$ cat src/rtl/ecr_pkg.sv
/*
  constants, types and command codes for the eeprom and crc command block.
  assumes one 125 MHz clock and an 8-bit register port beside it.
*/
// Notes on behaviour
// - write takes address low-first, then programs data
// - write runs until the host sends idle
// - programming cycle: up to 16 bytes, 5.8 ms
// - 16-byte buffer; program on block end or empty
// - done flag high when drained, raises tx event
// - idle ignored while write still programming
// - write stays active; new data continues addresses
// - block zero writes flag violation, never program
// - eeprom addresses wrap modulo 200h
// - read waits for three args, copies into fifo
// - read ends itself after the last byte
// - reading key blocks flags access violation
// - config load copies 32 bytes to 10h-2Fh
// - config load from key blocks flags violation
// - startup runs config load from address 10h
// - crc command feeds every fifo byte to crc
// - crc waits on empty fifo until idle
// - short crc uses x^8+x^4+x^3+x^2+1
// - long crc uses x^16+x^12+x^5+1
// - crc done rise raises tx event, result valid
// - access violation also raises the summary flag
package ecr_pkg;

  // command codes
  localparam logic [7:0] CMD_IDLE   = 8'h00;
  localparam logic [7:0] CMD_WRITE  = 8'h01;
  localparam logic [7:0] CMD_READ   = 8'h03;
  localparam logic [7:0] CMD_CONFIG = 8'h07;
  localparam logic [7:0] CMD_CRC    = 8'h12;

  // register offsets
  localparam logic [5:0] REG_CMD      = 6'h01;
  localparam logic [5:0] REG_STATUS   = 6'h02;
  localparam logic [5:0] REG_ERROR    = 6'h03;
  localparam logic [5:0] REG_REDUND   = 6'h04;
  localparam logic [5:0] REG_SEED_LO  = 6'h05;
  localparam logic [5:0] REG_SEED_HI  = 6'h06;
  localparam logic [5:0] REG_OUT_LO   = 6'h07;
  localparam logic [5:0] REG_OUT_HI   = 6'h08;

  // field positions
  localparam int ST_EE_DONE_BIT  = 0;
  localparam int ST_CRC_DONE_BIT = 1;
  localparam int ST_TX_EVT_BIT   = 2;
  localparam int ST_ERR_SUM_BIT  = 3;
  localparam int ER_VIOL_BIT     = 0;
  localparam int ER_CRC_BAD_BIT  = 1;
  localparam int RC_SHORT_BIT    = 0;
  localparam int RC_HDLC_BIT     = 1;

  // reset values
  localparam logic [1:0] REDUND_RESET = 2'h0;
  localparam logic [7:0] SEED_LO_RST  = 8'hff;
  localparam logic [7:0] SEED_HI_RST  = 8'hff;

  // eeprom geometry
  localparam int         EE_AW        = 9;
  localparam int         BLK_BYTES    = 16;
  localparam logic [8:0] STARTUP_ADDR = 9'h010;
  localparam logic [7:0] CFG_BYTES    = 8'h20;
  localparam logic [5:0] CFG_FIRST    = 6'h10;

  // crc polynomials in bit-reversed form and check residues
  localparam logic [7:0]  POLY8_REV   = 8'hb8;
  localparam logic [15:0] POLY16_REV  = 16'h8408;
  localparam logic [15:0] RESID_PLAIN = 16'h0000;
  localparam logic [15:0] RESID_HDLC  = 16'hf0b8;

  // timing
  localparam int CLK_PERIOD_NS = 8;
  localparam int PROG_TIME_NS  = 5800000;
  localparam int PROG_CYCLES   = PROG_TIME_NS / CLK_PERIOD_NS;

  typedef struct packed {
    logic [5:0] addr;
    logic [7:0] wdata;
    logic       wr;
    logic       rd;
  } ecr_bus_req_t;

  typedef enum logic [3:0] {
    ST_IDLE, ST_ARG, ST_WR_DATA, ST_WR_PROG, ST_WR_WAIT,
    ST_CP_REQ, ST_CP_WAIT, ST_CP_PUT, ST_CRC
  } ecr_state_t;

endpackage

$ cat src/rtl/ecr_crc_unit.sv
/*
  one-byte crc step, lsb first, 8 or 16 bits wide.
  assumes the caller registers the result each accepted byte.
*/
`timescale 1ns/1ns
module ecr_crc_unit
  import ecr_pkg::*;
(
  input  wire logic [15:0] crc_in,
  input  wire logic [7:0]  data,
  input  wire logic        short_sel,
  output logic      [15:0] crc_out
);

  logic [15:0] stage [0:8];

  assign stage[0] = crc_in;

  genvar i;
  generate
    for (i = 0; i < 8; i++) begin : g_bit
      wire fb = stage[i][0] ^ data[i];
      // short form keeps the upper byte at zero
      assign stage[i+1] = short_sel ?
        {8'h00, (stage[i][7:0] >> 1) ^ (fb ? POLY8_REV : 8'h00)} :
        ((stage[i] >> 1) ^ (fb ? POLY16_REV : 16'h0000));
    end
  endgenerate

  assign crc_out = stage[8];

endmodule

$ cat src/rtl/ecr_cmd_core.sv
/*
  eeprom write, eeprom read, config load and crc command engine.
  assumes a first-word-fall-through fifo outside, an eeprom with one cycle
  read latency, and a register file outside for the config copy.
*/
// The placing of the registers and the address-and-strobe port were left to the implementer.
`timescale 1ns/1ns
module ecr_cmd_core
  import ecr_pkg::*;
#(
  parameter int PROG_CNT = PROG_CYCLES
)(
  input  wire logic         clk,
  input  wire logic         reset,
  input  wire logic         ce,
  input  wire ecr_bus_req_t bus_req,
  output logic        [7:0] rd_data,
  input  wire logic         fifo_empty,
  input  wire logic         fifo_full,
  input  wire logic   [7:0] fifo_head,
  output logic              fifo_pop,
  output logic              fifo_push,
  output logic        [7:0] fifo_push_data,
  input  wire logic   [7:0] ee_rd_data,
  output logic              ee_rd,
  output logic              ee_wr,
  output logic        [8:0] ee_addr,
  output logic        [7:0] ee_wr_data,
  output logic              cfg_wr,
  output logic        [5:0] cfg_addr,
  output logic        [7:0] cfg_data
);

  ecr_state_t  st_q;
  logic [7:0]  cmd_q;
  logic [1:0]  arg_idx_q;
  logic [8:0]  ptr_q;
  logic [7:0]  cnt_q;
  logic [5:0]  cfg_ptr_q;
  logic [7:0]  buf_q [0:BLK_BYTES-1];
  logic [BLK_BYTES-1:0] valid_q;
  logic [4:0]  page_q;
  logic [3:0]  prog_idx_q;
  logic [19:0] wait_q;
  logic [15:0] crc_q;
  logic [15:0] crc_next;
  logic [1:0]  redund_q;
  logic [7:0]  seed_lo_q;
  logic [7:0]  seed_hi_q;
  logic        ee_done_q;
  logic        crc_done_q;
  logic        tx_evt_q;
  logic        viol_q;
  logic        err_sum_q;
  logic        crc_bad_q;
  logic        pop_q;
  logic        push_q;
  logic [7:0]  push_data_q;
  logic        ee_rd_q;
  logic        ee_wr_q;
  logic [8:0]  ee_addr_q;
  logic [7:0]  ee_wdata_q;
  logic        cfg_wr_q;
  logic [5:0]  cfg_addr_q;
  logic [7:0]  cfg_data_q;
  logic [7:0]  rd_data_q;

  // decode
  wire cmd_wr     = bus_req.wr && (bus_req.addr == REG_CMD);
  wire is_wr_st   = (st_q == ST_WR_DATA) || (st_q == ST_WR_PROG) ||
                    (st_q == ST_WR_WAIT) || (st_q == ST_ARG && cmd_q == CMD_WRITE);
  // write may only be left once everything is programmed
  wire idle_ok    = !is_wr_st || ee_done_q;
  wire do_idle    = cmd_wr && (bus_req.wdata == CMD_IDLE) && idle_ok;
  wire known_cmd  = (bus_req.wdata == CMD_WRITE) || (bus_req.wdata == CMD_READ) ||
                    (bus_req.wdata == CMD_CONFIG) || (bus_req.wdata == CMD_CRC);
  wire do_launch  = cmd_wr && known_cmd && (st_q == ST_IDLE);
  wire want_pop   = (st_q == ST_ARG) || (st_q == ST_CRC) ||
                    (st_q == ST_WR_DATA && valid_q[ptr_q[3:0]] == 1'b0);
  // one byte every other cycle so the fifo flag has caught up
  wire take       = want_pop && !fifo_empty && !pop_q && !cmd_wr;
  wire [1:0] last_arg = (cmd_q == CMD_READ) ? 2'd2 : 2'd1;
  wire blk0       = (ptr_q[8:4] == 5'h00);
  wire key_area   = (ptr_q[8:7] != 2'b00);
  wire drained    = fifo_empty && !pop_q;
  wire buf_any    = |valid_q;
  wire ee_done_d  = (st_q == ST_WR_DATA) && drained && !buf_any;
  wire crc_done_d = (st_q == ST_CRC) && drained;
  wire tx_rise    = (ee_done_d && !ee_done_q) || (crc_done_d && !crc_done_q);
  wire viol_set   = (st_q == ST_WR_DATA && take && blk0) ||
                    (st_q == ST_CP_REQ && key_area && cnt_q != 8'h00 &&
                     (cmd_q == CMD_CONFIG || !fifo_full));
  wire [15:0] crc_view = (redund_q[RC_HDLC_BIT] ? ~crc_q : crc_q) &
                         (redund_q[RC_SHORT_BIT] ? 16'h00ff : 16'hffff);
  wire [15:0] resid    = redund_q[RC_HDLC_BIT] ? RESID_HDLC : RESID_PLAIN;
  wire [7:0]  status_v = {4'h0, err_sum_q, tx_evt_q, crc_done_q, ee_done_q};
  wire [7:0]  error_v  = {6'h00, crc_bad_q, viol_q};

  logic [7:0] rd_mux;
  assign rd_mux = (bus_req.addr == REG_STATUS)  ? status_v :
                  (bus_req.addr == REG_ERROR)   ? error_v :
                  (bus_req.addr == REG_REDUND)  ? {6'h00, redund_q} :
                  (bus_req.addr == REG_SEED_LO) ? seed_lo_q :
                  (bus_req.addr == REG_SEED_HI) ? seed_hi_q :
                  (bus_req.addr == REG_OUT_LO)  ? crc_view[7:0] :
                  (bus_req.addr == REG_OUT_HI)  ? crc_view[15:8] :
                  (bus_req.addr == REG_CMD)     ? cmd_q : 8'h00;

  ecr_crc_unit u_crc (
    .crc_in    (crc_q),
    .data      (fifo_head),
    .short_sel (redund_q[RC_SHORT_BIT]),
    .crc_out   (crc_next)
  );

  // software-visible registers and flags; hardware set beats software clear
  always_ff @(posedge clk) begin
    if (reset) begin
      redund_q  <= REDUND_RESET;
      seed_lo_q <= SEED_LO_RST;
      seed_hi_q <= SEED_HI_RST;
      tx_evt_q  <= 1'b0;
      viol_q    <= 1'b0;
      err_sum_q <= 1'b0;
      rd_data_q <= 8'h00;
      ee_done_q <= 1'b0;
      crc_done_q <= 1'b0;
      crc_bad_q <= 1'b0;
    end else if (ce) begin
      if (bus_req.wr && bus_req.addr == REG_REDUND) begin
        redund_q <= bus_req.wdata[1:0];
      end
      if (bus_req.wr && bus_req.addr == REG_SEED_LO) begin
        seed_lo_q <= bus_req.wdata;
      end
      if (bus_req.wr && bus_req.addr == REG_SEED_HI) begin
        seed_hi_q <= bus_req.wdata;
      end
      tx_evt_q  <= tx_rise || (tx_evt_q && !(bus_req.wr && bus_req.addr == REG_STATUS &&
                   bus_req.wdata[ST_TX_EVT_BIT]));
      viol_q    <= viol_set || (viol_q && !(bus_req.wr && bus_req.addr == REG_ERROR &&
                   bus_req.wdata[ER_VIOL_BIT]));
      err_sum_q <= viol_q;
      ee_done_q <= ee_done_d;
      crc_done_q <= crc_done_d;
      crc_bad_q <= (crc_q != resid);
      rd_data_q <= bus_req.rd ? rd_mux : 8'h00;
    end
  end

  // command sequencer; reset starts the power-up config copy
  always_ff @(posedge clk) begin
    if (reset) begin
      st_q       <= ST_CP_REQ;
      cmd_q      <= CMD_CONFIG;
      ptr_q      <= STARTUP_ADDR;
      cnt_q      <= CFG_BYTES;
      cfg_ptr_q  <= CFG_FIRST;
      arg_idx_q  <= 2'd0;
      valid_q    <= '0;
      page_q     <= 5'h00;
      prog_idx_q <= 4'h0;
      wait_q     <= 20'h00000;
      crc_q      <= 16'h0000;
      pop_q      <= 1'b0;
      push_q     <= 1'b0;
      push_data_q <= 8'h00;
      ee_rd_q    <= 1'b0;
      ee_wr_q    <= 1'b0;
      ee_addr_q  <= 9'h000;
      ee_wdata_q <= 8'h00;
      cfg_wr_q   <= 1'b0;
      cfg_addr_q <= 6'h00;
      cfg_data_q <= 8'h00;
    end else if (ce) begin
      pop_q    <= take;
      push_q   <= 1'b0;
      ee_rd_q  <= 1'b0;
      ee_wr_q  <= 1'b0;
      cfg_wr_q <= 1'b0;
      if (do_idle) begin
        st_q  <= ST_IDLE;
        cmd_q <= CMD_IDLE;
      end else begin
        case (st_q)
          ST_IDLE: begin
            if (do_launch) begin
              cmd_q     <= bus_req.wdata;
              arg_idx_q <= 2'd0;
              valid_q   <= '0;
              crc_q     <= {seed_hi_q, seed_lo_q};
              cnt_q     <= CFG_BYTES;
              cfg_ptr_q <= CFG_FIRST;
              st_q      <= (bus_req.wdata == CMD_CRC) ? ST_CRC : ST_ARG;
            end
          end
          ST_ARG: begin
            if (take) begin
              // high byte keeps one bit only: addresses wrap at 200h
              case (arg_idx_q)
                2'd0:    ptr_q[7:0] <= fifo_head;
                2'd1:    ptr_q[8]   <= fifo_head[0];
                default: cnt_q      <= fifo_head;
              endcase
              arg_idx_q <= arg_idx_q + 2'd1;
              if (arg_idx_q == last_arg) begin
                st_q <= (cmd_q == CMD_WRITE) ? ST_WR_DATA : ST_CP_REQ;
              end
            end
          end
          ST_WR_DATA: begin
            if (take) begin
              if (!blk0) begin
                buf_q[ptr_q[3:0]]   <= fifo_head;
                valid_q[ptr_q[3:0]] <= 1'b1;
                page_q              <= ptr_q[8:4];
              end
              ptr_q <= ptr_q + 9'h001;
              if (ptr_q[3:0] == 4'hf && !blk0) begin
                st_q       <= ST_WR_PROG;
                prog_idx_q <= 4'h0;
              end
            end else if (drained && buf_any) begin
              st_q       <= ST_WR_PROG;
              prog_idx_q <= 4'h0;
            end
          end
          ST_WR_PROG: begin
            // one pass over the block, only loaded bytes are written
            if (valid_q[prog_idx_q]) begin
              ee_wr_q    <= 1'b1;
              ee_addr_q  <= {page_q, prog_idx_q};
              ee_wdata_q <= buf_q[prog_idx_q];
            end
            prog_idx_q <= prog_idx_q + 4'h1;
            if (prog_idx_q == 4'hf) begin
              valid_q <= '0;
              wait_q  <= 20'h00000;
              st_q    <= ST_WR_WAIT;
            end
          end
          ST_WR_WAIT: begin
            wait_q <= wait_q + 20'h00001;
            if (wait_q == 20'(PROG_CNT - 1)) begin
              st_q <= ST_WR_DATA;
            end
          end
          ST_CP_REQ: begin
            if (cnt_q == 8'h00) begin
              st_q  <= ST_IDLE;
              cmd_q <= CMD_IDLE;
            end else if (cmd_q == CMD_CONFIG || !fifo_full) begin
              if (key_area) begin
                st_q  <= ST_IDLE;
                cmd_q <= CMD_IDLE;
              end else begin
                ee_rd_q   <= 1'b1;
                ee_addr_q <= ptr_q;
                ptr_q     <= ptr_q + 9'h001;
                st_q      <= ST_CP_WAIT;
              end
            end
          end
          ST_CP_WAIT: begin
            st_q <= ST_CP_PUT;
          end
          ST_CP_PUT: begin
            if (cmd_q == CMD_READ) begin
              push_q      <= 1'b1;
              push_data_q <= ee_rd_data;
            end else begin
              cfg_wr_q   <= 1'b1;
              cfg_addr_q <= cfg_ptr_q;
              cfg_data_q <= ee_rd_data;
              cfg_ptr_q  <= cfg_ptr_q + 6'h01;
            end
            cnt_q <= cnt_q - 8'h01;
            st_q  <= ST_CP_REQ;
          end
          ST_CRC: begin
            if (take) begin
              crc_q <= crc_next;
            end
          end
          default: begin
            st_q <= ST_IDLE;
          end
        endcase
      end
    end
  end

  assign rd_data        = rd_data_q;
  assign fifo_pop       = pop_q;
  assign fifo_push      = push_q;
  assign fifo_push_data = push_data_q;
  assign ee_rd          = ee_rd_q;
  assign ee_wr          = ee_wr_q;
  assign ee_addr        = ee_addr_q;
  assign ee_wr_data     = ee_wdata_q;
  assign cfg_wr         = cfg_wr_q;
  assign cfg_addr       = cfg_addr_q;
  assign cfg_data       = cfg_data_q;

  chk_blk0_no_prog: assert property (@(posedge clk) disable iff (reset)
    ee_wr_q |-> ee_addr_q[8:4] != 5'h00) else $error("block zero programmed");
  chk_blk0_flags: assert property (@(posedge clk) disable iff (reset)
    (ce && st_q == ST_WR_DATA && take && blk0) |=> viol_q)
    else $error("block zero write not flagged");
  chk_done_event: assert property (@(posedge clk) disable iff (reset)
    $rose(ee_done_q) |-> tx_evt_q) else $error("done rise without tx event");
  chk_idle_refused: assert property (@(posedge clk) disable iff (reset)
    (ce && cmd_wr && bus_req.wdata == CMD_IDLE && is_wr_st && !ee_done_q) |=>
    st_q != ST_IDLE) else $error("write stopped while programming");
  chk_key_read: assert property (@(posedge clk) disable iff (reset)
    ee_rd_q |-> ee_addr_q[8:7] == 2'b00) else $error("key area read");
  chk_cfg_range: assert property (@(posedge clk) disable iff (reset)
    cfg_wr_q |-> (cfg_addr_q >= 6'h10 && cfg_addr_q <= 6'h2f))
    else $error("config write out of range");
  chk_crc_event: assert property (@(posedge clk) disable iff (reset)
    $rose(crc_done_q) |-> tx_evt_q) else $error("crc done without tx event");
  chk_err_summary: assert property (@(posedge clk) disable iff (reset)
    (ce && viol_q) |=> err_sum_q) else $error("summary flag missed");
  chk_read_latency: assert property (@(posedge clk) disable iff (reset)
    (ce && ee_rd_q && cmd_q == CMD_READ) ##1 ce |=> push_q)
    else $error("read byte not pushed");
  chk_prog_quiet: assert property (@(posedge clk) disable iff (reset)
    (ce && st_q == ST_WR_PROG) |=> !ee_done_q)
    else $error("done flag high while programming");
  chk_crc_no_data: assert property (@(posedge clk) disable iff (reset)
    (st_q == ST_CRC) |-> (!push_q && !ee_wr_q))
    else $error("crc command moved data");
  chk_host_launch: assert property (@(posedge clk) disable iff (reset)
    (ce && st_q == ST_IDLE && !cmd_wr) |=> st_q == ST_IDLE)
    else $error("command started without host");
  chk_copy_ends: assert property (@(posedge clk) disable iff (reset)
    (ce && st_q == ST_CP_REQ && cnt_q == 8'h00) |=> st_q == ST_IDLE)
    else $error("copy did not end itself");
  chk_prog_wait: assert property (@(posedge clk) disable iff (reset)
    (ce && st_q == ST_WR_WAIT && wait_q != 20'(PROG_CNT - 1)) |=> st_q == ST_WR_WAIT)
    else $error("programming cycle cut short");

endmodule

$ cat config.mk
export PLATFORM = sky130hd
export DESIGN_NAME = ecr_cmd_core
export DESIGN_NICKNAME = d
export VERILOG_FILES = /design/src/rtl/ecr_pkg.sv /design/src/rtl/ecr_crc_unit.sv /design/src/rtl/ecr_cmd_core.sv
export SDC_FILE = /design/constraint.sdc
export NUM_CORES = 1
export LEC_CHECK = 0
export ABC_AREA = 1
export BUFFER_PORTS_ARGS = -buffer_cell sky130_fd_sc_hd__buf_2
export CAP_MARGIN = 30
export CORE_UTILIZATION = 61
export DETAILED_ROUTE_END_ITERATION = 8
export PLACE_DENSITY = 0.8
export REMOVE_ABC_BUFFERS = 1
export SLEW_MARGIN = 10
export SYNTH_ARGS = -nofsm -noshare
export SYNTH_HDL_FRONTEND = slang
export SYNTH_SLANG_ARGS = --single-unit
$ cat constraint.sdc
create_clock -name clk -period 3.25 [get_ports clk]
set_input_delay 0.4875 -clock clk [delete_from_list [all_inputs] [get_ports clk]]
set_output_delay 0.4875 -clock clk [all_outputs]
set_load 0.03 [all_outputs]
; Yosys cells after proc, flatten, opt, wreduce, memory -nomap -nowiden
; Memories as Yosys holds them, arrays and structs flattened. A register that Yosys moved wholly into a read port is not among the register bits.
; Index checks and enable logic that the tools add are counted.
[classes]
addsub = 6
order_cmp = 3
eq_ne = 55
mux = 122
n_bitwise = 31
n_reduce_logical = 96
[op_table]
columns = cell, n
row1 = $mux W16, 25
row2 = $mux W8, 26
row3 = $xor A15 B16 Y16, 8
row4 = $mux W9, 9
row5 = $xor A7 B8 Y8, 8
row6 = $mux W4, 15
row7 = $pmux W16 S3, 1
row8 = $pmux W20 S2, 1
row9 = $pmux W4 S9, 1
row10 = $logic_and A1 B1 Y1, 33
row11 = $pmux W16 S2, 1
row12 = $reduce_and A5 Y1, 6
row13 = $pmux W9 S3, 1
row14 = $mux W1, 25
row15 = $eq A6 B3 Y1 const B, 4
row16 = $pmux W8 S3, 1
row17 = $add A20 B1 Y20 const B, 1
row18 = $eq A20 B20 Y1 const B, 1
row19 = $mux W20, 1
row20 = $ne A2 B2 Y1 const B, 10
row21 = $pmux W9 S2, 1
row22 = $reduce_and A9 Y1, 2
row23 = $and A16 B16 Y16, 1
row24 = $eq A4 B3 Y1 const B, 4
row25 = 54 further kinds, 127
[totals]
reg_bits = 166
ram_bits = 128
in_bits = 37
n_memories = 1
[mem_list]
columns = name, depth, word_bits, read_ports, rd_ports_with_merged_regs, write_ports, line_no
row1 = buf_q, 16, 8, 1, 1, 1, ecr_cmd_core.sv:40  ; logic [7:0] buf_q [0:BLK_BYTES-1];

; Longest topological paths before layout
; Gate-level depths: netlist of run 1.
[depth]
ltp_word = 34
ltp_mapped = 16
depth_no_buf = 16

; Modules after synthesis
; A second synthesis of run 1 with hierarchy kept.
[unflattened]
hier_cells = 1913
hier_area_um2 = 15050.7
[by_module_without_submodules]
columns = module, instances, cells_each, area_each_um2, seq_area_each_um2
row1 = ecr_cmd_core, 1, 1755, 14276.2, 7327.0
row2 = ecr_crc_unit, 1, 158, 774.5, 0.0

; Least setup slack after synthesis of run 1
; No wires, ideal clock.
[synth_path]
path_kind = register -> register
start = register st_q[3]
end = memory buf_q[6][0] (enable)
setup_time_ns = 0.383
arrival_ns = 2.478
slack_ns = 0.388
path_stages_with_launch = 17
n_path_buf = 2
path_cell_list = dfxtp_1 nor2_2 inv_2 nor2_4 inv_2 nor2_4 nand2_1 nor2_1 nand2_1 nand2_1 nand2_1 nor2_2 nand4_1 or2_1 buf_2 buf_2 nor3_1
[synth_via]
elab_chain_len = 12
word_cells_on_any_way = 24
classes_between = eq/ne: 5 / mux: 6 / reduce/logical: 13
[synth_lines]
columns = item, line_no
row1 = "start, declared", ecr_cmd_core.sv:34  ; ecr_state_t st_q;
row2 = "start signal, assigned", ecr_cmd_core.sv:194  ; st_q <= (bus_req.wdata == CMD_CRC) ? ST_CRC : ST_ARG;
row3 = "start signal, assigned", ecr_cmd_core.sv:207  ; st_q <= (cmd_q == CMD_WRITE) ? ST_WR_DATA : ST_CP_REQ;
row4 = "$eq A4 B1 Y1, or another cell as far along", "ecr_cmd_core.sv:71, ecr_cmd_core.sv:78"
row5 = $logic_or A1 B1 Y1 or $logic_and A1 B1 Y1 (tied branches), "ecr_cmd_core.sv:78, ecr_cmd_core.sv:79"
row6 = $logic_or A1 B1 Y1, ecr_cmd_core.sv:78  ; wire want_pop = (st_q == ST_ARG) || (st_q == ST_CRC) ||
row7 = $logic_and A1 B1 Y1 (3 in a row), ecr_cmd_core.sv:81  ; wire take = want_pop && !fifo_empty && !pop_q && !cmd_wr;
row8 = $mux W1, ecr_cmd_core.sv:212  ; if (take) begin
row9 = $mux W1, ecr_cmd_core.sv:185  ; case (st_q)
row10 = $mux W1 (*), ecr_cmd_core.sv:181  ; if (do_idle) begin
row11 = $mux W1 (*), ecr_cmd_core.sv:175  ; end else if (ce) begin
row12 = $mux W1 (*), ecr_cmd_core.sv:153  ; if (reset) begin
row13 = $mux W1 (not written as such) (*), ecr_cmd_core.sv:214  ; buf_q[ptr_q[3:0]] <= fifo_head;
row14 = "end, declared", ecr_cmd_core.sv:40
; Mark *: on every way between the ends. The rest lies on a longest branch, timed or not.

; Worst setup path in the final report of run 1
[layout_path]
start = register st_q[3]
end = memory buf_q[6][1] (enable)
; Same word-level chain as after synthesis.

==> reports/results.tsv, run 1 <==
stage	metric	value	unit
placed_design	dp_hpwl	28.3	mm
placed_design	place_worst_setup_slack	0.182	ns
worst_setup_path	end_kind	register	
worst_setup_path	cp-start-kind	register	
layout	n_antenna_cell	0	
worst_setup_path	slowest_delay	0.45	ns
synthesis	synth_edf_count	128	
clock_tree	cts_setup_buffers	0	
sta	finalSetupViolCount	0	
power_and_ir_drop	finalPower	10800	uW
clock_tree	cts_buffers	30	
worst_setup_path	crit_arrival	3.27	ns
worst_hold_path	hold_path.class	input port to register	
layout	fin_nets	1967	
sta	worst_slew_pin_slew	0.695	ns
synthesis	syn_area	14800	um2
sta	final.setup.tns	0	ns
sta	drv_slew	0	
detailed_routing	ant_nets	0	
layout	drive_gt1_frac	0.130	
synthesis	synth.distinct_cells	54	
synthesis	synth_warnings	0	
placed_design	place_congestion	0.992	
grt	grt_overflow	0	
detailed_routing	dr.pass1.iters	6	
synthesis	yosysTopAreaCellShare	0.260	
clock_tree	cts_tree	built	
grt	grt_use_total	0.332	
detailed_routing	routed_wl	40.6	mm
synthesis	synthTopCellsByArea	edfxtp_1 26%, dfxtp_1 24%, nand2_1 8.0%	
detailed_routing	via_count	13478	
grt	grt_pass1_wl	64.4	mm
sta	clock-skew-final	0.0187	ns
synthesis	netlist_instances	1816	
synthesis	ys_ff_latch	302	
clock_tree	htreeDepth	1	
detailed_routing	drc	0	
worst_setup_path	critPathKind	register to register	
floorplanning	die_w	158	um
job	maxCapViolations	0	
clock_tree	clock_path_buffers	3	
floorplanning	start_util	0.626	
floorplanning	rows	56	
worst_setup_path	crit_fanout	12	
clock_tree	clock_sinks	302	
layout	syn_to_final_growth	13.6	%
synthesis	syn_avg_cell_area	8.13	um2
sta	rsz0062_at_grt	no	
power_and_ir_drop	power_density	642	nW/um2
layout	nFillCells	1836	
sta	max_freq	334	MHz
worst_setup_path	cp_slowest_cell	or2_1	
clock_tree	path_clk_slew	0.07	ns
worst_setup_path	crit_chain	nor2_2 -> inv_2 -> nor2_4 -> inv_2 -> nor2_4 -> nand2_1 -> nor2_1 -> nand2_1 -> nand2_1 -> nand2_1 -> nor2_2 -> nand4_1 -> or2_1 -> nor3_1 -> buf_4	
worst_setup_path	critPathRequiredTime	3.52	ns
placed_design	portBuffers	88	
sta	worst_slack	0.252	ns
run_status	outcome	finished, final reports clean	
layout	utilization	0.711	
placed_design	place_inst	2206	
floorplanning	top_level_ports	89	
detailed_routing	drtIter0Drc	1633	
sta	period_needed	3.00	ns
synthesis	ys_seq_area_frac	0.496	
sta	slew_headroom	0.537	
floorplanning	fp.dieArea	24800	um2
power_and_ir_drop	leakage	0.00665	uW
synthesis	synth_largest_area_cell	edfxtp_1	
clock_tree	clk_latency	0.56	ns
sta	fin_crit_sh	0.922	
detailed_routing	avgRoutedWirePerCell	18.0	um
floorplanning	core	23600	um2
synthesis	synth_top_flop_cell	dfxtp_1	
synthesis	ys_async_sr_fraction	0	
worst_setup_path	crit_top_cell	nand2_1	
sta	hold_viol	0	
clock_tree	cts-root-buf	clkbuf_16	
floorplanning	die_h	158	um
power_and_ir_drop	vdd_drop_max	0.430	mV
grt	grt_max_degree	65	
layout	instances_no_fill	2262	
grt	antenna_found_initial	0	
detailed_routing	viasPerCell	5.96	
grt	grt_pass1_vias	12474	
==> registers in the layout, summed over array words and instances (netlist names), 8 cells and up <==
signal / count
valid_q: 16
rd_data: 8
fifo_push_data: 8
ptr_q: 9
cnt_q: 8
buf_q: 128
crc_q: 16
ee_wr_data: 8
wait_q: 20
seed_hi_q: 8
cfg_data: 8
ee_addr: 9
seed_lo_q: 8
cmd_q: 8
==> placed cells by master, fill, tap and decap left out, types with 3 or more instances in the layout <==
cell,synthesis,final
a31oi_1,5,5
nand2_2,3,3
bufinv_16,0,4
o22ai_1,27,27
clkinvlp_4,0,9
nor4_1,11,11
nor3_2,4,4
a21oi_1,149,149
clkinv_2,0,4
a211oi_1,12,12
nand3_1,88,88
nand4_1,29,29
o211ai_1,29,29
xor2_1,37,37
buf_4,1,62
nand3b_1,4,4
buf_2,15,88
nand2_1,316,316
a21oi_2,11,11
o21ai_0,194,194
nor3_1,47,47
nand2_4,3,3
inv_2,8,10
edfxtp_1,128,128
a22oi_1,4,4
clkbuf_16,0,30
o21ai_1,4,4
dfxtp_1,174,172
o221ai_1,20,20
ha_1,11,11
inv_1,179,177
xnor2_1,12,12
nor2_2,3,3
clkinv_1,3,3
nor2_1,196,196
==> synthesized netlist by cell type (2+ instances only) <==
cell,count
xor2_1,37
ha_1,11
o211ai_1,29
a21oi_2,11
o21ai_1,4
nor4_1,11
o221ai_1,20
nand2_4,3
a21oi_1,149
inv_2,8
o22ai_1,27
nor2_4,2
nor3_1,47
nand2_2,3
o2111ai_1,2
clkbuf_1,60
nor3_2,4
xnor2_1,12
inv_1,179
or2_2,2
nand2_1,316
o21ai_0,194
a41oi_1,2
nor2_1,196
a22oi_1,4
clkinv_1,3
o311ai_0,2
buf_2,15
nand2_8,2
a31oi_1,5
nor2_2,3
nor2_8,2
dfxtp_1,174
nand3b_1,4
nand4_1,29
nand3_1,88
edfxtp_1,128
a211oi_1,12
==> per-layer routing <==
| metal | vias up | global-route usage | wire length, um |
|---|---|---|---|
| met2 | 729 | 0.545 | 18900 |
| li1 | 6445 | - | - |
| met1 | 6195 | 0.437 | 16400 |
| met4 | 0 | 0.116 | 1380 |
| met5 | - | 0 | 0 |
| met3 | 109 | 0.0643 | 3990 |
==> repair_timing <==
item	4_1_cts	5_1_grt
gates resized for setup	0	1
hold buffers	0	0
setup endpoints to repair	0	70
==> worst max-delay path: cells and delay by family, from the launching register on <==
kind,cells,cell delay (ns)
and+or+nand+nor,12,1.98
buffers and inverters,3,0.39
DFF,1,0.33
==> where the power goes <==
group / internal [uW] / switching, uW
registers: 4180 / 228
logic: 817 / 1940
clock network: 2080 / 1530
total: 7080 / 3700
==> layout make-up <==
type / count / area (um2) / area share
Clock inverter: 22 / 259 / 0.0154
Clock buffer: 34 / 786 / 0.0468
Multi-Input combinational cell: 1245 / 6390 / 0.381
Tap cell: 319 / 399 / 0.0238
Inverter: 190 / 713 / 0.0425
Sequential cell: 302 / 7330 / 0.437
Timing Repair Buffer: 150 / 906 / 0.0540
==> per-stage QoR <==
stage	instance area [um2]	hold WS, ns
final	16800	0.157
after CTS	16800	0.138
after global routing	16800	0.174
after floorplan	14400	0.427
after global placement	15700	0.435
after detailed placement	15700	0.440
==> kinds of logic after synthesis <==
group	share of synthesized area
DFF	0.496
AOI/OAI and AO/OA	0.178
xor gates and xnor gates	0.0302
and+or+nand+nor	0.215
buffers and inverters	0.0715
adders and majority gates	0.00932
==> path summary, 6_finish.rpt <==
check | cells past startpoint | slack, ns | start | endpoint
setup / recovery | 15 | 0.25 | st_q[3] | buf_q[6][1]
hold / removal | 3 | 0.16 | bus_req[9] | seed_lo_q[7]
setup reg to reg | 15 | 0.25 | st_q[3] | buf_q[6][1]
hold reg to reg | 2 | 0.45 | page_q[3] | page_q[3]
Note: power is estimated with default switching activity, not from simulation.
==> inputs of run 2 (changes only) <==
- CORE_ASPECT_RATIO: unset -> 1.2
==> run 2 against run 1 <==
Die area hardly changed. Via count is 0.16% higher. Sequential power hardly changed. Clock power is 14% lower. Clock skew is 0.0038 ns higher. Worst setup slack worse by 0.025 ns. Utilization is 1.6 points lower. Clock-buffer cell count is 6 higher. Non-clock buffer count is 2 higher. Largest cell class unchanged.
==> reports/results.tsv, run 2 (same netlist as run 1, synthesis figures left out) <==
stage	metric	value	unit
run_status	outcome	finished, final reports clean	
grt	grt_pass1_vias	12488	
worst_setup_path	r2r_end	buf_q[15][6]	
floorplanning	top_level_ports	89	
worst_setup_path	path_delay_family	simple AND/OR/NAND/NOR gates	
detailed_routing	drc	0	
detailed_routing	dr.pass1.iters	6	
detailed_routing	routed_wl	41.9	mm
worst_setup_path	critPathKind	register to register	
grt	grt_use_total	0.340	
worst_setup_path	crit_cells	15	
placed_design	place_congestion	0.986	
worst_setup_path	crit_chain	nor2_2 -> inv_2 -> nor2_4 -> inv_2 -> nor2_4 -> nand2_1 -> nor2_1 -> nand2_1 -> nand2_1 -> nand2_1 -> nor2_2 -> nand4_1 -> or2_1 -> buf_12 -> nor2_1	
worst_setup_path	r2r_slack	0.23	ns
worst_setup_path	cp_slowest_cell	nor2_1	
detailed_routing	drtIter0Drc	1255	
clock_tree	clk_latency	0.56	ns
placed_design	dp_hpwl	29.9	mm
worst_hold_path	whs_endpoint	seed_lo_q[7]	
sta	max_freq	331	MHz
layout	utilization	0.695	
clock_tree	cts_tree	built	
layout	final_cell_mix	316 x nand2_1, 196 x nor2_1, 194 x o21ai_0, 177 x inv_1, 173 x dfxtp_1	
clock_tree	clock_sinks	302	
sta	slew_headroom	0.426	
worst_hold_path	min_from	bus_req[9]	
sta	clock-skew-final	0.0224	ns
floorplanning	core	23900	um2
power_and_ir_drop	power_density	625	nW/um2
sta	period_needed	3.02	ns
layout	fin_nets	1968	
worst_setup_path	slowest_delay	0.66	ns
layout	nFillCells	1987	
sta	worst_slew_pin_slew	0.859	ns
worst_setup_path	crit_top_cell	nand2_1	
sta	finalSetupViolCount	0	
floorplanning	rows	62	
worst_setup_path	crit_arrival	3.19	ns
power_and_ir_drop	leakage	0.00659	uW
worst_hold_path	hold_path.class	input port to register	
grt	grt_pass1_wl	65.2	mm
grt	antenna_found_initial	1	
floorplanning	start_util	0.618	
sta	rsz0062_at_grt	no	
power_and_ir_drop	vdd_drop_max	0.502	mV
worst_setup_path	r2r_start	st_q[3]	
worst_setup_path	cp_num_buf_inv	3	
clock_tree	path_clk_slew	0.07	ns
layout	drive_gt1_frac	0.123	
worst_setup_path	cp-start-kind	register	
detailed_routing	avgRoutedWirePerCell	18.5	um
sta	fin_crit_sh	0.930	
floorplanning	die_w	144	um
sta	drv_slew	0	
grt	grt_max_degree	75	
worst_setup_path	end_kind	register	
job	maxCapViolations	0	
placed_design	post_dp_cell_area	15700	um2
layout	fin_area	16600	um2
sta	hold_viol	0	
floorplanning	die_h	172	um
worst_setup_path	reg2regPathDepth	15	
clock_tree	cts_buffers	29	
floorplanning	fp.dieArea	24800	um2
layout	largest_reg_flops	128	
clock_tree	hold_buffers	0	
detailed_routing	viasPerCell	5.96	
worst_setup_path	critPathRequiredTime	3.42	ns
layout	syn_to_final_growth	12.4	%
clock_tree	clock_path_buffers	3	
detailed_routing	ant_nets	0	
clock_tree	htreeDepth	1	
grt	grt_overflow	0	
worst_hold_path	hold_depth	3	
clock_tree	cts-root-buf	clkbuf_16	
detailed_routing	via_count	13500	
placed_design	portBuffers	88	
worst_setup_path	crit_fanout	16	
layout	mostFrequentLayoutCell	nand2_1	
## run 2: changes by cell type in the layout (fill, tap and decap cells not counted), sizes merged, moves of 2 or more
| cell | previous run | this run |
|---|---|---|
| clkbuf | 34 | 41 |
| clkinvlp | 9 | 3 |
| bufinv | 4 | 0 |
| clkinv | 10 | 14 |
| inv | 189 | 187 |
## run 2: layout make-up
cell class                      count  area (um2)  share of cell area
Sequential cell                   302        7330               0.441
Clock inverter                     14        70.1             0.00422
Antenna cell                        1        2.50            0.000151
Inverter                          190         713              0.0429
Tap cell                          320         400              0.0241
Clock buffer                       40         787              0.0474
Timing Repair Buffer              152         906              0.0545
Multi-Input combinational cell   1245        6400               0.385
## run 2: stage by stage
step | setup slack (ns) | hold WS (ns) | total power (uW) | cells | setup TNS [ns]
detailed placement | 0.117 | 0.440 | 7250 | 2199 | 0
CTS | 0.103 | 0.153 | 10300 | 2253 | 0
global route | 0.0199 | 0.191 | 10800 | 2263 | 0
floorplan | -0.761 | 0.427 | 6290 | 1737 | -26.29
finish | 0.228 | 0.160 | 10400 | 2264 | 0
global placement | 0.169 | 0.435 | 7180 | 2198 | 0
## run 2: worst min-delay path, stage by stage
cell and delay [ns]:
buf_2 0.09, nand2_1 0.05, o211ai_1 0.07
## run 2: routing by layer
layer,GRT usage,share of wire,wire length [um],vias up
met5,0,0,0,-
met4,0.178,0.051,2130,0
met3,0.0548,0.084,3520,138
met2,0.580,0.48,20000,664
met1,0.411,0.39,16300,6274
li1,-,-,-,6424
## run 2: power breakdown
part / switching, uW / internal [uW] / leakage (uW)
logic: 2010 / 841 / 0.00362
registers: 237 / 4180 / 0.00256
clock network: 1420 / 1690 / 0.000410
## run 2: worst max-delay path by stage
stage | from | slack [ns] | end
final | st_q[3] | 0.23 | buf_q[15][6]
after global routing | st_q[3] | 0.02 | buf_q[15][6]
after CTS | st_q[3] | 0.10 | buf_q[11][4]
after detailed placement | st_q[3] | 0.12 | buf_q[11][1]
after global placement | st_q[3] | 0.17 | buf_q[3][5]
after floorplan | prog_idx_q[0] | -0.76 | ee_addr[0]
## run 2: what timing repair did
action / CTS / global route
endpoints found under the setup margin: 0 / 16
gates resized for setup: 0 / 2
setup buffers: 0 / 0
